==> src/load_result_map.vh <==
// register map and field layout of the motor load result bank
// assumes a 32-bit avalon-mm slave with byte addresses, four per register index
`ifndef LOAD_RESULT_MAP_VH
`define LOAD_RESULT_MAP_VH

// ****************************************************************
// register indices, byte address is four times the index
// ****************************************************************
`define IDX_LOAD_CONTROL      7'h74
`define IDX_LOAD_RESULT       7'h75
`define IDX_LOAD_SAMPLES      7'h76

// ****************************************************************
// field positions
// ****************************************************************
`define FLD_FILTER_EN         8
`define FLD_RESULT_MSB        9
`define FLD_RESULT_LSB        0
`define FLD_SAMPLE_W          8

// ****************************************************************
// reset values
// ****************************************************************
`define RST_LOAD_CONTROL      32'h00000000
`define RST_LOAD_RESULT       10'h000
`define RST_LOAD_SAMPLES      32'h00000000
`define RST_SAMPLE            8'h00

`endif

==> src/load_filter.v <==
// four-tap moving average over the raw load samples
// assumes one sample per full step on sample_strobe, synchronous to clk_sys
module load_filter #(
   parameter SAMPLE_W = 8
) (
   input  wire                  clk_sys,
   input  wire                  nrst,
   input  wire                  sample_strobe,
   input  wire [SAMPLE_W-1:0]   sample_in,
   output reg  [SAMPLE_W-1:0]   hist_one,
   output reg  [SAMPLE_W-1:0]   hist_two,
   output reg  [SAMPLE_W-1:0]   hist_three,
   output wire [SAMPLE_W-1:0]   average
);

   wire [SAMPLE_W+1:0] sum;

   // history keeps shifting with the filter off, so enabling it gives a full window at once
   assign sum = {2'b00, sample_in} + {2'b00, hist_one} + {2'b00, hist_two}
              + {2'b00, hist_three};
   assign average = sum[SAMPLE_W+1:2];

   always @(posedge clk_sys or negedge nrst) begin
      if (!nrst) begin
         hist_one   <= {SAMPLE_W{1'b0}};
         hist_two   <= {SAMPLE_W{1'b0}};
         hist_three <= {SAMPLE_W{1'b0}};
      end else if (sample_strobe) begin
         hist_one   <= sample_in;
         hist_two   <= hist_one;
         hist_three <= hist_two;
      end
   end

endmodule // load_filter

==> src/avalon_word_slave.v <==
// avalon-mm front end: one wait state, registered readdata and waitrequest
// assumes the master holds the request until it samples waitrequest low
module avalon_word_slave (
   input  wire        clk_sys,
   input  wire        nrst,
   input  wire        read,
   input  wire        write,
   input  wire [31:0] read_value,
   output reg         waitrequest,
   output reg  [31:0] readdata,
   output wire        write_fire
);

   // a write lands only at the edge that ends the transfer, where waitrequest is seen low
   assign write_fire = write & ~waitrequest;

   always @(posedge clk_sys or negedge nrst) begin
      if (!nrst) begin
         waitrequest <= 1'b1;
         readdata    <= 32'h00000000;
      end else begin
         if ((read | write) & waitrequest) begin
            waitrequest <= 1'b0;
            readdata    <= read ? read_value : 32'h00000000;
         end else begin
            waitrequest <= 1'b1;
         end
      end
   end

endmodule // avalon_word_slave

==> src/motor_load_result_regs.v <==
// read-only load measurement result and filter sample registers of one axis
// assumes a raw load sample with a full-step strobe from the measurement front end
//
// Chosen here: the Avalon-MM interface to the registers.
`include "load_result_map.vh"

module motor_load_result_regs #(
   parameter SAMPLE_W = 8,
   parameter ADDR_W   = 9
) (
   input  wire              clk_sys,
   input  wire              nrst,
   input  wire [ADDR_W-1:0] address,
   input  wire              read,
   input  wire              write,
   input  wire [31:0]       writedata,
   input  wire [3:0]        byteenable,
   output wire [31:0]       readdata,
   output wire              waitrequest,
   input  wire              full_step,
   input  wire [7:0]        load_sample,
   output reg               load_filter_enable
);

   // ****************************************************************
   // helpers
   // ****************************************************************
   // eight significant bits sit in 8:1 so the range matches the older method
   function [9:0] scale_result;
      input [7:0] s;
      begin
         scale_result = {1'b0, s, 1'b0};
      end
   endfunction

   // ****************************************************************
   // state
   // ****************************************************************
   reg  [9:0]  load_measure_result;
   reg  [7:0]  load_sample_zero;
   reg  [7:0]  load_sample_one;
   reg  [7:0]  load_sample_two;
   reg  [7:0]  load_sample_three;
   reg  [31:0] read_value;
   wire        write_fire;
   wire [7:0]  hist_one;
   wire [7:0]  hist_two;
   wire [7:0]  hist_three;
   wire [7:0]  average;
   wire [6:0]  index;

   assign index = address[8:2];

   load_filter #(
      .SAMPLE_W (8)
   ) u_filter (
      .clk_sys       (clk_sys),
      .nrst          (nrst),
      .sample_strobe (full_step),
      .sample_in     (load_sample),
      .hist_one      (hist_one),
      .hist_two      (hist_two),
      .hist_three    (hist_three),
      .average       (average)
   );

   avalon_word_slave u_bus (
      .clk_sys     (clk_sys),
      .nrst        (nrst),
      .read        (read),
      .write       (write),
      .read_value  (read_value),
      .waitrequest (waitrequest),
      .readdata    (readdata),
      .write_fire  (write_fire)
   );

   // ****************************************************************
   // control register, the only writable bit
   // ****************************************************************
   always @(posedge clk_sys or negedge nrst) begin
      if (!nrst) begin
         load_filter_enable <= 1'b0;
      end else if (write_fire && index == `IDX_LOAD_CONTROL && byteenable[1]) begin
         load_filter_enable <= writedata[`FLD_FILTER_EN];
      end
   end

   // ****************************************************************
   // load measurement result
   // ****************************************************************
   // the front end already reports larger samples for lighter load, no inversion here
   always @(posedge clk_sys or negedge nrst) begin
      if (!nrst) begin
         load_measure_result <= `RST_LOAD_RESULT;
      end else if (full_step) begin
         if (load_filter_enable) begin
            load_measure_result <= scale_result(average);
         end else begin
            load_measure_result <= scale_result(load_sample);
         end
      end
   end

   // ****************************************************************
   // filter sample fields
   // ****************************************************************
   // upper fields load zero at each full step with the filter off, they carry no meaning then
   always @(posedge clk_sys or negedge nrst) begin
      if (!nrst) begin
         load_sample_zero  <= `RST_SAMPLE;
         load_sample_one   <= `RST_SAMPLE;
         load_sample_two   <= `RST_SAMPLE;
         load_sample_three <= `RST_SAMPLE;
      end else if (full_step) begin
         load_sample_zero <= load_sample;
         if (load_filter_enable) begin
            load_sample_one   <= hist_one;
            load_sample_two   <= hist_two;
            load_sample_three <= hist_three;
         end else begin
            load_sample_one   <= `RST_SAMPLE;
            load_sample_two   <= `RST_SAMPLE;
            load_sample_three <= `RST_SAMPLE;
         end
      end
   end

   // ****************************************************************
   // read decode, unmapped reads return zero, writes to read-only ignored
   // ****************************************************************
   always @* begin
      read_value = 32'h00000000;
      case (index)
         `IDX_LOAD_CONTROL: read_value[`FLD_FILTER_EN] = load_filter_enable;
         `IDX_LOAD_RESULT:  read_value = {22'h000000, load_measure_result};
         `IDX_LOAD_SAMPLES: begin
            read_value = {load_sample_three, load_sample_two,
                          load_sample_one, load_sample_zero};
         end
         default:           read_value = 32'h00000000;
      endcase
   end

endmodule // motor_load_result_regs

==> config.mk <==
export PLATFORM = sky130hd
export DESIGN_NAME = motor_load_result_regs
export DESIGN_NICKNAME = d
export VERILOG_FILES = /design/src/load_filter.v /design/src/avalon_word_slave.v /design/src/motor_load_result_regs.v
export VERILOG_INCLUDE_DIRS = /design/src
export SDC_FILE = /design/constraint.sdc
export NUM_CORES = 1
export LEC_CHECK = 0
export ABC_CLOCK_PERIOD_IN_PS = 5000
export BUFFER_PORTS_ARGS = -buffer_cell sky130_fd_sc_hd__buf_4
export CAP_MARGIN = 20
export CORE_ASPECT_RATIO = 0.8
export CORE_MARGIN = 5
export CORE_UTILIZATION = 35
export CTS_BUF_LIST = sky130_fd_sc_hd__clkbuf_8
export DETAILED_ROUTE_END_ITERATION = 6
export PLACE_DENSITY = 0.51
export SYNTH_ARGS = -nofsm -noshare
export SYNTH_HDL_FRONTEND = slang
export SYNTH_SLANG_ARGS = --single-unit
==> constraint.sdc <==
create_clock -name clk_sys -period 5 [get_ports clk_sys]
set_clock_uncertainty 0.05 [all_clocks]
set_input_delay 0.5 -clock clk_sys [delete_from_list [all_inputs] [get_ports clk_sys]]
set_output_delay 0.5 -clock clk_sys [all_outputs]
set_load 0.01 [all_outputs]
==> Implementation_results.wiki, run 1 <==
{| class="wikitable"
! Metric !! Value
|-
| Kind of end point of the critical path || flip-flop
|-
| Max-cap violations || 0
|-
| DIE AREA || 14,800 um^2
|-
| Via count of the first global-routing pass || 3,136
|-
| Switching power as a share of total power || 33.4%
|-
| Count of flip-flops with a built-in enable after synthesis || 0
|-
| Initial core utilization || 35.8%
|-
| Prevailing post-synth register cell || dfrtp_1
|-
| Highest achievable clock rate || 267 MHz
|-
| Max rail drop VDD || 0.124 mV
|-
| Power, Total || 1.78 mW
|-
| Fraction of the mapped netlist area in adder cells || 8.72%
|-
| Vias after detailed routing || 3,144
|-
| Max-slew violations || 0
|-
| Kind of start point of the critical path || flip-flop
|-
| Final Net Count || 553
|-
| Antenna violations before repair || 0
|-
| Std-Cell Core Area || 12,200 um^2
|-
| Post-route minimum period || 3750 ps
|-
| Arrival time at the worst endpoint || 4010 ps
|-
| Setup TNS || 0 ps
|-
| Multiplexer area fraction after synthesis || 3.27%
|-
| Area share of and/or/nand/nor cells after synthesis || 9.81%
|-
| Register clock-pin slew on the reported worst setup and hold paths || 110 ps
|-
| Synth Register Bits || 90
|-
| Bufs on Longest Clock Path || 2
|-
| Total inserted antenna cells || 0
|-
| Post-route DRC || 0
|-
| Post-synth design cell area || 4360 um^2
|-
| Required time at the worst-slack endpoint || 5260 ps
|-
| Cell family with the largest share of critical-path delay || adder cells
|-
| Largest incremental delay on the critical path || 510 ps
|-
| Count of H-tree levels built during CTS || 3
|-
| Slew at the pin closest to its max-slew limit || 963 ps
|-
| Global-route wire length before repair || 16,900 um
|-
| Share of the synthesized area in compound gates (AO/OA/AOI/OAI) || 17.5%
|-
| Most common library cell in the layout ignoring fill and taps || dfrtp_1
|-
| Routability cong. || 0.771
|-
| Main combinational cell family by area after synthesis || compound AO/OA/AOI/OAI gates
|-
| Via count normalized by instance count || 4.87
|-
| Synthesis-to-layout area growth || 18.0%
|-
| Number of buffers inserted during clock tree synthesis || 9
|-
| Leakage power of the design || 2.48 nW
|-
| Layout fillers || 1,189
|-
| Fraction of layout instances using a drive strength above 1 || 19.6%
|-
| Final period utilization || 75.0%
|-
| Number of sinks on the clock net || 90
|-
| Routed WL || 10,300 um
|-
| Detailed placer's ending HPWL || 7180 um
|-
| Synthesized-area fraction occupied by xor and xnor cells || 1.20%
|-
| Setup violators final || 0
|-
| Vertical extent of the die || 110 um
|-
| Result of the run || completed
|-
| Most frequent cells in the layout || 89 x dfrtp_1, 66 x inv_1, 59 x buf_4, 45 x o21ai_0, 29 x nand3_1
|-
| Number of nets produced by synthesis || 505
|-
| Boundary Pins || 92
|-
| End-of-flow core utilization || 42.2%
|-
| CTS tree || done
|-
| Worst slew margin || 35.8%
|-
| DR pass1 iterations || 4
|-
| Core Rows || 36
|-
| Part of the total power dissipated in sequential elements || 44.8%
|-
| Global router's overall resource usage || 14.8%
|-
| Async set-or-reset flop fraction in the synthesized netlist || 100%
|-
| Buffers added on ports || 55
|-
| Critical-path cell list || ha_1 -> inv_1 -> fa_1 -> nor2b_1 -> o21ai_1 -> a21boi_0 -> o21ai_0 -> a21bo_2 -> fa_1 -> inv_1 -> ha_1 -> or3_1 -> mux2i_1 -> a311o_1
|-
| Warning count from the yosys run || 0
|-
| Pin count of the biggest net entering global routing || 107
|-
| Cell area after layout || 5150 um^2
|-
| X dimension of the die || 135 um
|-
| Gate power share || 25.2%
|-
| CTS root buf || clkbuf_8
|-
| Placed Area || 4930 um^2
|-
| Cell-internal power || 1.19 mW
|-
| Synth unique cells || 47
|-
| Antenna Nets Post-Route || 0
|-
| Number of instances in the synthesized netlist || 422
|-
| Drt initial violations || 211
|-
| Net Sw Power || 596 uW
|-
| Worst skew pair latency || 370 ps
|-
| Portion of total power attributed to the clock network || 30.0%
|-
| Total global routing overflow || 0
|-
| Sum of buffers and inverters on the critical path || 2
|-
| Unrepaired setup endpoints after global routing || no
|-
| Max stage delay cell, worst path || dfrtp_1
|-
| Avg Inst Size Synth || 10.3 um^2
|-
| Average routed wire per standard cell || 15.9 um
|-
| Critical path fanouts, max || 5
|-
| Number of hold-slack violations in the final timing report || 0
|-
| Type of the worst min-delay path || input pin to flip-flop
|-
| Power per standard cell area || 347 nW/um^2
|-
| Kind of critical path || flip-flop to flip-flop
|-
| Fraction of the yosys area taken by sequential cells || 51.6%
|}
-- state kept, by name (all words and copies together), names as in the netlist, 8 cells and up --
name / cells
load_sample_two: 8
u_filter.hist_two: 8
load_sample_zero: 8
u_filter.hist_three: 8
load_measure_result: 8
u_bus.readdata: 32
load_sample_one: 8
load_sample_three: 8
-- layout make-up --
| cell class | count | area [um^2] | share of cell area [%] |
|---|---|---|---|
| Multi-Input combinational cell | 243 | 1770 | 34.4 |
| Inverter | 66 | 248 | 4.81 |
| Clock buffer | 9 | 124 | 2.41 |
| Timing Repair Buffer | 60 | 453 | 8.80 |
| Sequential cell | 90 | 2250 | 43.8 |
| Clock inverter | 7 | 85.1 | 1.65 |
| Tap cell | 171 | 214 | 4.16 |
-- power groups by stage --
stage,Combinational [mW],Clock [mW],Sequential [mW]
3_3_place_gp,0.441,0,0.814
5_1_grt,0.518,0.584,0.805
4_1_cts,0.456,0.553,0.800
3_5_place_dp,0.453,0,0.814
6_report,0.450,0.536,0.799
2_1_floorplan,0.335,0,0.798
-- kinds of logic after synthesis --
| logic type | count (synthesis) |
|---|---|
| AOI/OAI and AO/OA | 111 |
| DFF | 90 |
| buffers and inverters | 89 |
| and+or+nand+nor | 88 |
| adders and majority gates | 25 |
| muxes | 13 |
| xor gates and xnor gates | 6 |
-- per-stage QoR --
step | cells | setup WS [ps] | hold slack (ps)
global placement | 629 | 1220 | 391
floorplan | 422 | 1730 | 154
global route | 646 | 1040 | 295
detailed placement | 629 | 1230 | 393
CTS | 646 | 1210 | 291
finish | 646 | 1250 | 310
-- timing repair --
action,in CTS,in global routing
setup buffers,0,0
endpoints found under the hold margin,27,0
gates resized for setup,0,0
hold buffers,1,0
-- path summary, 6_finish.rpt --
check	from	end	slack [ps]	cells after the start
setup / recovery	load_sample_zero[0]$_DFFE_PN0P_	load_measure_result[5]$_DFFE_PN0P_	1250	14
hold / removal	load_sample[1]	load_sample_zero[1]$_DFFE_PN0P_	310	3
setup reg to reg	load_sample_zero[0]$_DFFE_PN0P_	load_measure_result[5]$_DFFE_PN0P_	1250	14
hold reg to reg	load_sample_two[6]$_DFFE_PN0P_	u_bus.readdata[22]$_DFFE_PN0P_	440	1
max in group asynchronous	nrst	load_sample_three[1]$_DFFE_PN0P_	3250	3
min in group asynchronous	nrst	u_bus.readdata[17]$_DFFE_PN0P_	530	2
-- synth_stat cells, types with 9 or more instances --
cell / count / area share [%]
a22o_1: 24 / 4.8
inv_1: 66 / 5.7
mux2_2: 10 / 2.6
nand3_1: 29 / 3.3
dfrtp_1: 89 / 51
nor2_1: 17 / 1.5
ha_1: 16 / 4.6
o21ai_0: 45 / 5.2
a21oi_1: 13 / 1.5
clkbuf_1: 13 / 1.1
nand2_1: 21 / 1.8
fa_1: 9 / 4.1
-- worst register-to-register path, delay by kind of cell (launching register included) --
kind	cells	cell delay (ps)
compound gates	5	870
fa+ha+maj	4	1450
buf+inv	2	100
flops	1	510
mux	1	220
simple gates	2	490
-- metal layers --
layer | track usage (%) | wire (um) | vias to the layer above
li1 | - | - | 1547
met1 | 21.4 | 5160 | 1527
met2 | 21.5 | 4400 | 59
met3 | 4.44 | 560 | 11
met4 | 3.92 | 129 | 0
met5 | 0 | 0 | -
Power figures use the tool's default switching activity.
==> run 2: changes to the inputs <==
Settings changed: ABC_AREA set to 1, ABC_CLOCK_PERIOD_IN_PS 5000 to 3400, PLACE_DENSITY 0.51 to 0.53.
Clock period 5 ns to 3.4 ns, I/O delays scaled along.
==> run 2 against run 1 <==
Against the previous run: the flow now finishes with violations (negative hold slack); setup slack worse by 1000 ps; synthesized cell count is 16% higher; critical path depth is 4 higher; area after synthesis down 0.32%; hold slack got worse by 330 ps; cell area up 1.4%; global-route usage rose by 0.20 points; register-to-register slack worse by 1000 ps; fmax grew 18%; clock-buffer cell count did not move; sequential share of layout area fell by 0.60 points.
==> Implementation_results.wiki, run 2 <==
{| class="wikitable"
! Metric !! Value
|-
| Required time at the worst-slack endpoint || 3610 ps (-1650 ps)
|-
| Highest achievable clock rate || 315 MHz (+18%)
|-
| Prevailing post-synth register cell || dfrtp_1
|-
| DR pass1 iterations || 4 (unchanged)
|-
| Vertical extent of the die || 110 um (-0.14%)
|-
| Global-route wire length before repair || 17,200 um (+1.7%)
|-
| Setup violators final || 0 (unchanged)
|-
| Bufs on Longest Clock Path || 2 (unchanged)
|-
| Total global routing overflow || 0 (unchanged)
|-
| Post-route DRC || 0 (unchanged)
|-
| Result of the run || finished, violations left
|-
| Number of nets produced by synthesis || 571 (+13%)
|-
| Count of flip-flops with a built-in enable after synthesis || 0 (unchanged)
|-
| Top register by number of flip-flops || u_bus.readdata
|-
| Routability cong. || 0.870 (+13%)
|-
| Kind of start point of the critical path || flip-flop
|-
| Drt initial violations || 226 (+7.1%)
|-
| Max-slew violations || 0 (unchanged)
|-
| Critical path fanouts, max || 4 (-1)
|-
| Routed WL || 10,300 um (unchanged)
|-
| Fraction of the yosys area taken by sequential cells || 51.8% (+0.16 points)
|-
| Slew at the pin closest to its max-slew limit || 902 ps (-61.1 ps)
|-
| Post-route minimum period || 3180 ps (-573 ps)
|-
| End-of-flow core utilization || 42.9% (+0.74 points)
|-
| Post-synthesis cell type with the largest combined area || dfrtp_1
|-
| Synth unique cells || 33 (-30%)
|-
| Avg Inst Size Synth || 8.91 um^2 (-14%)
|-
| Kind of critical path || flip-flop to flip-flop
|-
| Arrival time at the worst endpoint || 3380 ps (-630 ps)
|-
| Largest cells by area after synthesis || dfrtp_1 51%, nand2_1 11%, inv_1 7.2%, o21ai_0 6.0%, ha_1 4.6%
|-
| Violations in the final reports || negative hold slack
|-
| Warning count from the yosys run || 0 (unchanged)
|-
| Fraction of layout instances using a drive strength above 1 || 17.6% (-2.0 points)
|-
| Antenna Nets Post-Route || 0 (unchanged)
|-
| Buffers added on ports || 55 (unchanged)
|-
| Layout fillers || 1,211 (+1.9%)
|-
| Count of H-tree levels built during CTS || 3 (unchanged)
|-
| Power per standard cell area || 559 nW/um^2 (+61%)
|-
| DIE AREA || 14,800 um^2 (-0.29%)
|-
| Register clock-pin slew on the reported worst setup and hold paths || 90 ps (-20 ps)
|-
| Max-cap violations || 0 (unchanged)
|-
| Core Rows || 36 (unchanged)
|-
| Type of the worst min-delay path || input pin to asynchronous set/reset pin
|-
| Most frequent cells in the layout || 126 x nand2_1, 89 x dfrtp_1, 86 x inv_1, 64 x buf_4, 51 x o21ai_0
|-
| Worst skew pair latency || 370 ps (about the same)
|-
| Final Net Count || 629 (+14%)
|-
| Number of hold-slack violations in the final timing report || 12 (+12)
|-
| Async set-or-reset flop fraction in the synthesized netlist || 100% (unchanged)
|-
| Most common library cell in the layout ignoring fill and taps || nand2_1
|-
| Final period utilization || 93.4% (+18 points)
|-
| Synth Register Bits || 90 (unchanged)
|-
| X dimension of the die || 135 um (-0.14%)
|-
| Critical path capture point || load_measure_result[6]$_DFFE_PN0P_
|-
| Power, Total || 2.92 mW (+63%)
|-
| CTS root buf || clkbuf_8
|-
| R2R Path End || load_measure_result[6]$_DFFE_PN0P_
|-
| CTS tree || done
|-
| FF+latch area || 2250 um^2 (unchanged)
|-
| Post-synth design cell area || 4350 um^2 (-0.32%)
|-
| Synthesis-to-layout area growth || 20.0%
|-
| Worst Hold Margin || -19.1 ps (-329 ps)
|-
| Area of combinational cells with multiple inputs || 1760 um^2 (-0.78%)
|-
| Vias after detailed routing || 3,292 (+4.7%)
|-
| Via count normalized by instance count || 4.68 (-3.8%)
|-
| Reg2reg start || load_sample_zero[0]$_DFFE_PN0P_
|-
| Detailed placer's ending HPWL || 7570 um (+5.4%)
|-
| Worst slew margin || 39.8% (+4.0 points)
|-
| Std-Cell Core Area || 12,200 um^2 (-0.37%)
|-
| Average routed wire per standard cell || 14.6 um (-8.1%)
|-
| Number of sinks on the clock net || 90 (unchanged)
|-
| Number of flip-flops under the largest register name || 32 (unchanged)
|-
| Pin count of the biggest net entering global routing || 60 (-44%)
|-
| Timing startpoint of the critical path || load_sample_zero[0]$_DFFE_PN0P_
|-
| Global router's overall resource usage || 15.0% (+0.20 points)
|-
| Boundary Pins || 92 (unchanged)
|-
| Max rail drop VDD || 0.283 mV (+130%)
|-
| Number of instances in the synthesized netlist || 488 (+16%)
|-
| Via count of the first global-routing pass || 3,311 (+5.6%)
|-
| Total inserted antenna cells || 0 (unchanged)
|-
| Number of cells traversed by the worst register-to-register path || 18 (+4)
|-
| Most common cell in the netlist || nand2_1
|-
| Top cells by count, synth || 126 x nand2_1, 89 x dfrtp_1, 84 x inv_1, 52 x o21ai_0, 24 x o22ai_1
|-
| Initial core utilization || 35.8% (about the same)
|-
| Number of buffers inserted during clock tree synthesis || 9 (unchanged)
|-
| Leakage power of the design || 2.69 nW (+8.7%)
|-
| Antenna violations before repair || 0 (unchanged)
|-
| Kind of end point of the critical path || flip-flop
|-
| Reg-to-reg setup timing slack || 220 ps (-1030 ps)
|-
| Yosys top cell area share || 51.2% (+0.16 points)
|}
[run 2: cell count changes after synthesis, moves of 11 or more]
cell     before  now
nand2_1      21  126
o22ai_1       2   24
inv_1        66   84
a22o_1       24    0
nor2_1       17    6
nand3_1      29   17
[run 2: kinds of logic (layout without fill, tap and decap cells)]
group	count (synthesis)	in the layout	synth area share, %
compound gates	103	103	13.3
buf+inv	102	165	9.15
xor+xnor	9	9	1.81
flops	90	90	51.8
fa+ha+maj	25	25	8.74
simple gates	159	159	15.2
[run 2: per-stage QoR]
stage	worst slack (ps)	setup TNS [ps]	cell area [um^2]	instances
5_1_grt	-13.7	-13.7	5220	703
2_1_floorplan	493	0	4350	488
6_report	223	0	5220	703
3_5_place_dp	-72.1	-109	4940	686
4_1_cts	32.5	0	5160	702
3_3_place_gp	-79.4	-122	4940	686
[run 2: layout make-up]
type | count | share of cell area, %
flip-flops and latches | 90 | 43.2
multi-input cells | 296 | 33.7
repair buffers | 64 | 9.20
inverters | 85 | 6.11
well taps | 152 | 3.64
clock buffers | 9 | 2.37
clock inverters | 7 | 1.82
[run 2: report_power, final]
part	internal (mW)	switching, mW	total, mW
registers	1.19	0.0589	1.25
clock network	0.415	0.387	0.802
logic	0.335	0.532	0.867
[run 2: repair_timing]
item                       in CTS  in global routing
gates resized for setup         2                  8
pin swaps                       0                  1
setup endpoints to repair       2                  5
setup buffers                   0                  1
hold buffers                    0                  0
[run 2: worst min-delay path by stage]
stage | from | to | slack [ps] | cells past startpoint
final | nrst | u_bus.readdata[19]$_DFFE_PN0P_ | -20 | 1
after global routing | nrst | u_bus.readdata[19]$_DFFE_PN0P_ | 40 | 1
after CTS | nrst | u_bus.readdata[19]$_DFFE_PN0P_ | 9 | 1
after detailed placement | nrst | u_bus.readdata[19]$_DFFE_PN0P_ | 410 | 1
after global placement | nrst | u_bus.readdata[19]$_DFFE_PN0P_ | 410 | 1
after floorplan | nrst | load_filter_enable$_DFFE_PN0P_ | -6 | 0
[run 2: critical path, stage by stage (launching register included)]
cell and delay, ps:
dfrtp_1 360, ha_2 210, inv_1 60, fa_2 370, o21ai_2 170, nand2_1 60
nand2_1 60, nand2_1 50, nand2_1 100, xor2_2 210, fa_1 450, inv_1 70
ha_1 270, a21oi_2 210, nand2_1 70, nand2_1 50, nand3_1 100, nand2_1 100
nand2_1 50
[run 2: per-layer routing]
metal / track usage [%] / vias to the layer above / share of wire [%]
li1: - / 1674 / -
met1: 21.7 / 1554 / 52
met2: 22.8 / 55 / 44
met3: 3.80 / 9 / 3.9
met4: 3.27 / 0 / 0.91
met5: 0 / - / 0
==> run 3: changes to the inputs <==
Settings changed: CORE_MARGIN 5 to not set.
==> run 3 against run 2 <==
Against the previous run: the run now ends clean; via count increased by 0.73%; hold slack improved by 160 ps; sequential power about the same; cell area increased by 1.4%; first-iteration DRC count decreased by 29%; die area decreased by 13%; register-to-register slack got worse by 20 ps; non-clock buffer count increased by 7; setup slack got worse by 22 ps; critical endpoint is now load_measure_result[7]$_DFFE_PN0P_; highest routed layer unchanged.
==> Implementation_results.wiki, run 3 (synthesis gave the netlist of run 2 again) <==
{| class="wikitable"
! Metric !! Value
|-
| Result of the run || completed
|-
| Average routed wire per standard cell || 14.6 um (about the same)
|-
| Switching power as a share of total power || 34.5% (+0.96 points)
|-
| Placed Area || 4950 um^2 (+0.30%)
|-
| Global router's overall resource usage || 16.7% (+1.7 points)
|-
| Routability cong. || 0.886 (+1.8%)
|-
| X dimension of the die || 127 um (-5.9%)
|-
| Arrival time at the worst endpoint || 3400 ps (+20 ps)
|-
| CTS tree || done
|-
| Cell area after layout || 5300 um^2 (+1.4%)
|-
| Top register by number of flip-flops || u_bus.readdata
|-
| Via count of the first global-routing pass || 3,166 (-4.4%)
|-
| Final period utilization || 94.1% (+0.65 points)
|-
| Portion of total power attributed to the clock network || 25.4% (-2.1 points)
|-
| Bufs on Longest Clock Path || 2 (unchanged)
|-
| Worst slew margin || 42.1% (+2.3 points)
|-
| Max-slew violations || 0 (unchanged)
|-
| Number of cells traversed by the worst register-to-register path || 19 (+1)
|-
| Leakage power of the design || 2.72 nW (+1.1%)
|-
| Routed WL || 10,300 um (+0.90%)
|-
| Global-route wire length before repair || 16,400 um (-4.6%)
|-
| Critical path fanouts, max || 4 (unchanged)
|-
| Core Rows || 36 (unchanged)
|-
| Vias after detailed routing || 3,316 (+0.73%)
|-
| Via count normalized by instance count || 4.68 (-0.12%)
|-
| Type of the worst min-delay path || input pin to flip-flop
|-
| Non-filler cells in the finished layout || 709 (+0.85%)
|-
| Placed instance count || 688 (+0.29%)
|-
| Highest achievable clock rate || 313 MHz (-0.70%)
|-
| Kind of critical path || flip-flop to flip-flop
|-
| Number of hold-slack violations in the final timing report || 0 (-12)
|-
| Number of stages on the worst hold path || 3
|-
| Std-Cell Core Area || 12,200 um^2 (unchanged)
|-
| Number of flip-flops under the largest register name || 32 (unchanged)
|-
| Drt initial violations || 160 (-29%)
|-
| Vertical extent of the die || 102 um (-7.3%)
|-
| Area of combinational cells with multiple inputs || 1790 um^2 (+2.1%)
|-
| Buffers added on ports || 55 (unchanged)
|-
| Antenna violations before repair || 0 (unchanged)
|-
| Kind of end point of the critical path || flip-flop
|-
| Final Net Count || 636 (+1.1%)
|-
| Worst Hold Margin || 143 ps (+162 ps)
|-
| Detailed placer's ending HPWL || 7340 um (-3.0%)
|-
| End-of-flow core utilization || 43.5% (+0.62 points)
|-
| Synthesis-to-layout area growth || 21.7%
|-
| Cell-internal power || 1.97 mW (+1.5%)
|-
| Register clock-pin slew on the reported worst setup and hold paths || 90 ps (about the same)
|-
| Power, Total || 3.01 mW (+3.0%)
|-
| Power per standard cell area || 568 nW/um^2 (+1.6%)
|-
| Number of buffers inserted during clock tree synthesis || 9 (unchanged)
|-
| Max-cap violations || 0 (unchanged)
|-
| Kind of start point of the critical path || flip-flop
|-
| Worst skew pair latency || 360 ps (about the same)
|-
| Post-route worst setup slack || 201 ps (-22.3 ps)
|-
| DIE AREA || 12,900 um^2 (-13%)
|-
| Total global routing overflow || 0 (unchanged)
|-
| DR pass1 iterations || 4 (unchanged)
|-
| Pin count of the biggest net entering global routing || 66 (+10%)
|-
| Count of H-tree levels built during CTS || 3 (unchanged)
|-
| Number of sinks on the clock net || 90 (unchanged)
|-
| Post-route minimum period || 3200 ps (+22.3 ps)
|-
| Part of the total power dissipated in sequential elements || 41.6% (-1.2 points)
|-
| Antenna Nets Post-Route || 0 (unchanged)
|-
| Most common library cell in the layout ignoring fill and taps || nand2_1
|-
| Layout fillers || 1,218 (+0.58%)
|-
| CTS root buf || clkbuf_8
|-
| Most frequent cells in the layout || 124 x nand2_1, 88 x dfrtp_1, 82 x inv_1, 70 x buf_4, 51 x o21ai_0
|-
| Net Sw Power || 1.04 mW (+6.0%)
|-
| Boundary Pins || 92 (unchanged)
|-
| Gate power share || 33.0% (+3.3 points)
|-
| Fraction of layout instances using a drive strength above 1 || 19.9% (+2.3 points)
|-
| Initial core utilization || 35.8% (unchanged)
|-
| Max rail drop VDD || 0.214 mV (-24%)
|-
| Post-route DRC || 0 (unchanged)
|-
| Slew at the pin closest to its max-slew limit || 867 ps (-34.4 ps)
|-
| Total inserted antenna cells || 0 (unchanged)
|-
| Required time at the worst-slack endpoint || 3600 ps (about the same)
|-
| FF+latch area || 2250 um^2 (about the same)
|-
| Setup TNS || 0 ps (unchanged)
|-
| Setup violators final || 0 (unchanged)
|-
| Worst Setup Slack post-DPL || -68.1 ps (+4.03 ps)
|}
## run 3: critical path, stage by stage, from the launching register on
cell     delay, ps
dfrtp_1        410
ha_4           170
inv_1           60
fa_2           410
o21ai_2        150
nand2_1         70
nand2_1         50
nand2_1         40
nand2_1        110
xor2_2         120
fa_1           570
inv_2           50
ha_4           290
nand2_4         50
nor2_1         100
nand2_1         80
nand3_1         80
nand3_1         80
nand2_1        100
nand2_1         50
## run 3: cell type report
| type | instances | share of cell area, % |
|---|---|---|
| tap | 152 | 3.59 |
| inverter | 85 | 6.03 |
| timing repair buffer | 71 | 10.1 |
| sequential | 90 | 42.6 |
| clock inverter | 5 | 1.21 |
| multi-input combinational | 296 | 33.9 |
| clock buffer | 10 | 2.60 |
## run 3: final timing paths
path	startpoint	to	slack [ps]
worst min register to register	u_bus.readdata[31]$_DFFE_PN0P_	u_bus.readdata[31]$_DFFE_PN0P_	440
worst min-delay path	writedata[8]	load_filter_enable$_DFFE_PN0P_	140
worst max register to register	load_sample_zero[0]$_DFFE_PN0P_	load_measure_result[7]$_DFFE_PN0P_	200
min in group asynchronous	nrst	u_bus.readdata[19]$_DFFE_PN0P_	450
worst max-delay path	load_sample_zero[0]$_DFFE_PN0P_	load_measure_result[7]$_DFFE_PN0P_	200
max in group asynchronous	nrst	u_bus.waitrequest$_DFF_PN1_	2010
## run 3: layer usage
layer	vias up	track usage (%)	routed length, um
met5	-	0	0
met4	0	3.30	45
met3	4	3.96	384
met2	57	25.2	4510
met1	1573	24.6	5410
li1	1682	-	-
## run 3: power by group through the flow
stage / Combinational (mW) / Sequential [mW] / Clock (mW)
3_3_place_gp: 0.879 / 1.27 / 0
3_5_place_dp: 0.888 / 1.27 / 0
2_1_floorplan: 0.603 / 1.25 / 0
6_report: 0.991 / 1.25 / 0.764
5_1_grt: 1.12 / 1.26 / 0.831
4_1_cts: 0.902 / 1.25 / 0.789
## run 3: what timing repair did
item	CTS	global route
endpoints found under the hold margin	44	0
setup endpoints to repair	1	6
gates resized for setup	1	19
hold buffers	1	0
pin swaps	0	18
setup buffers	0	6
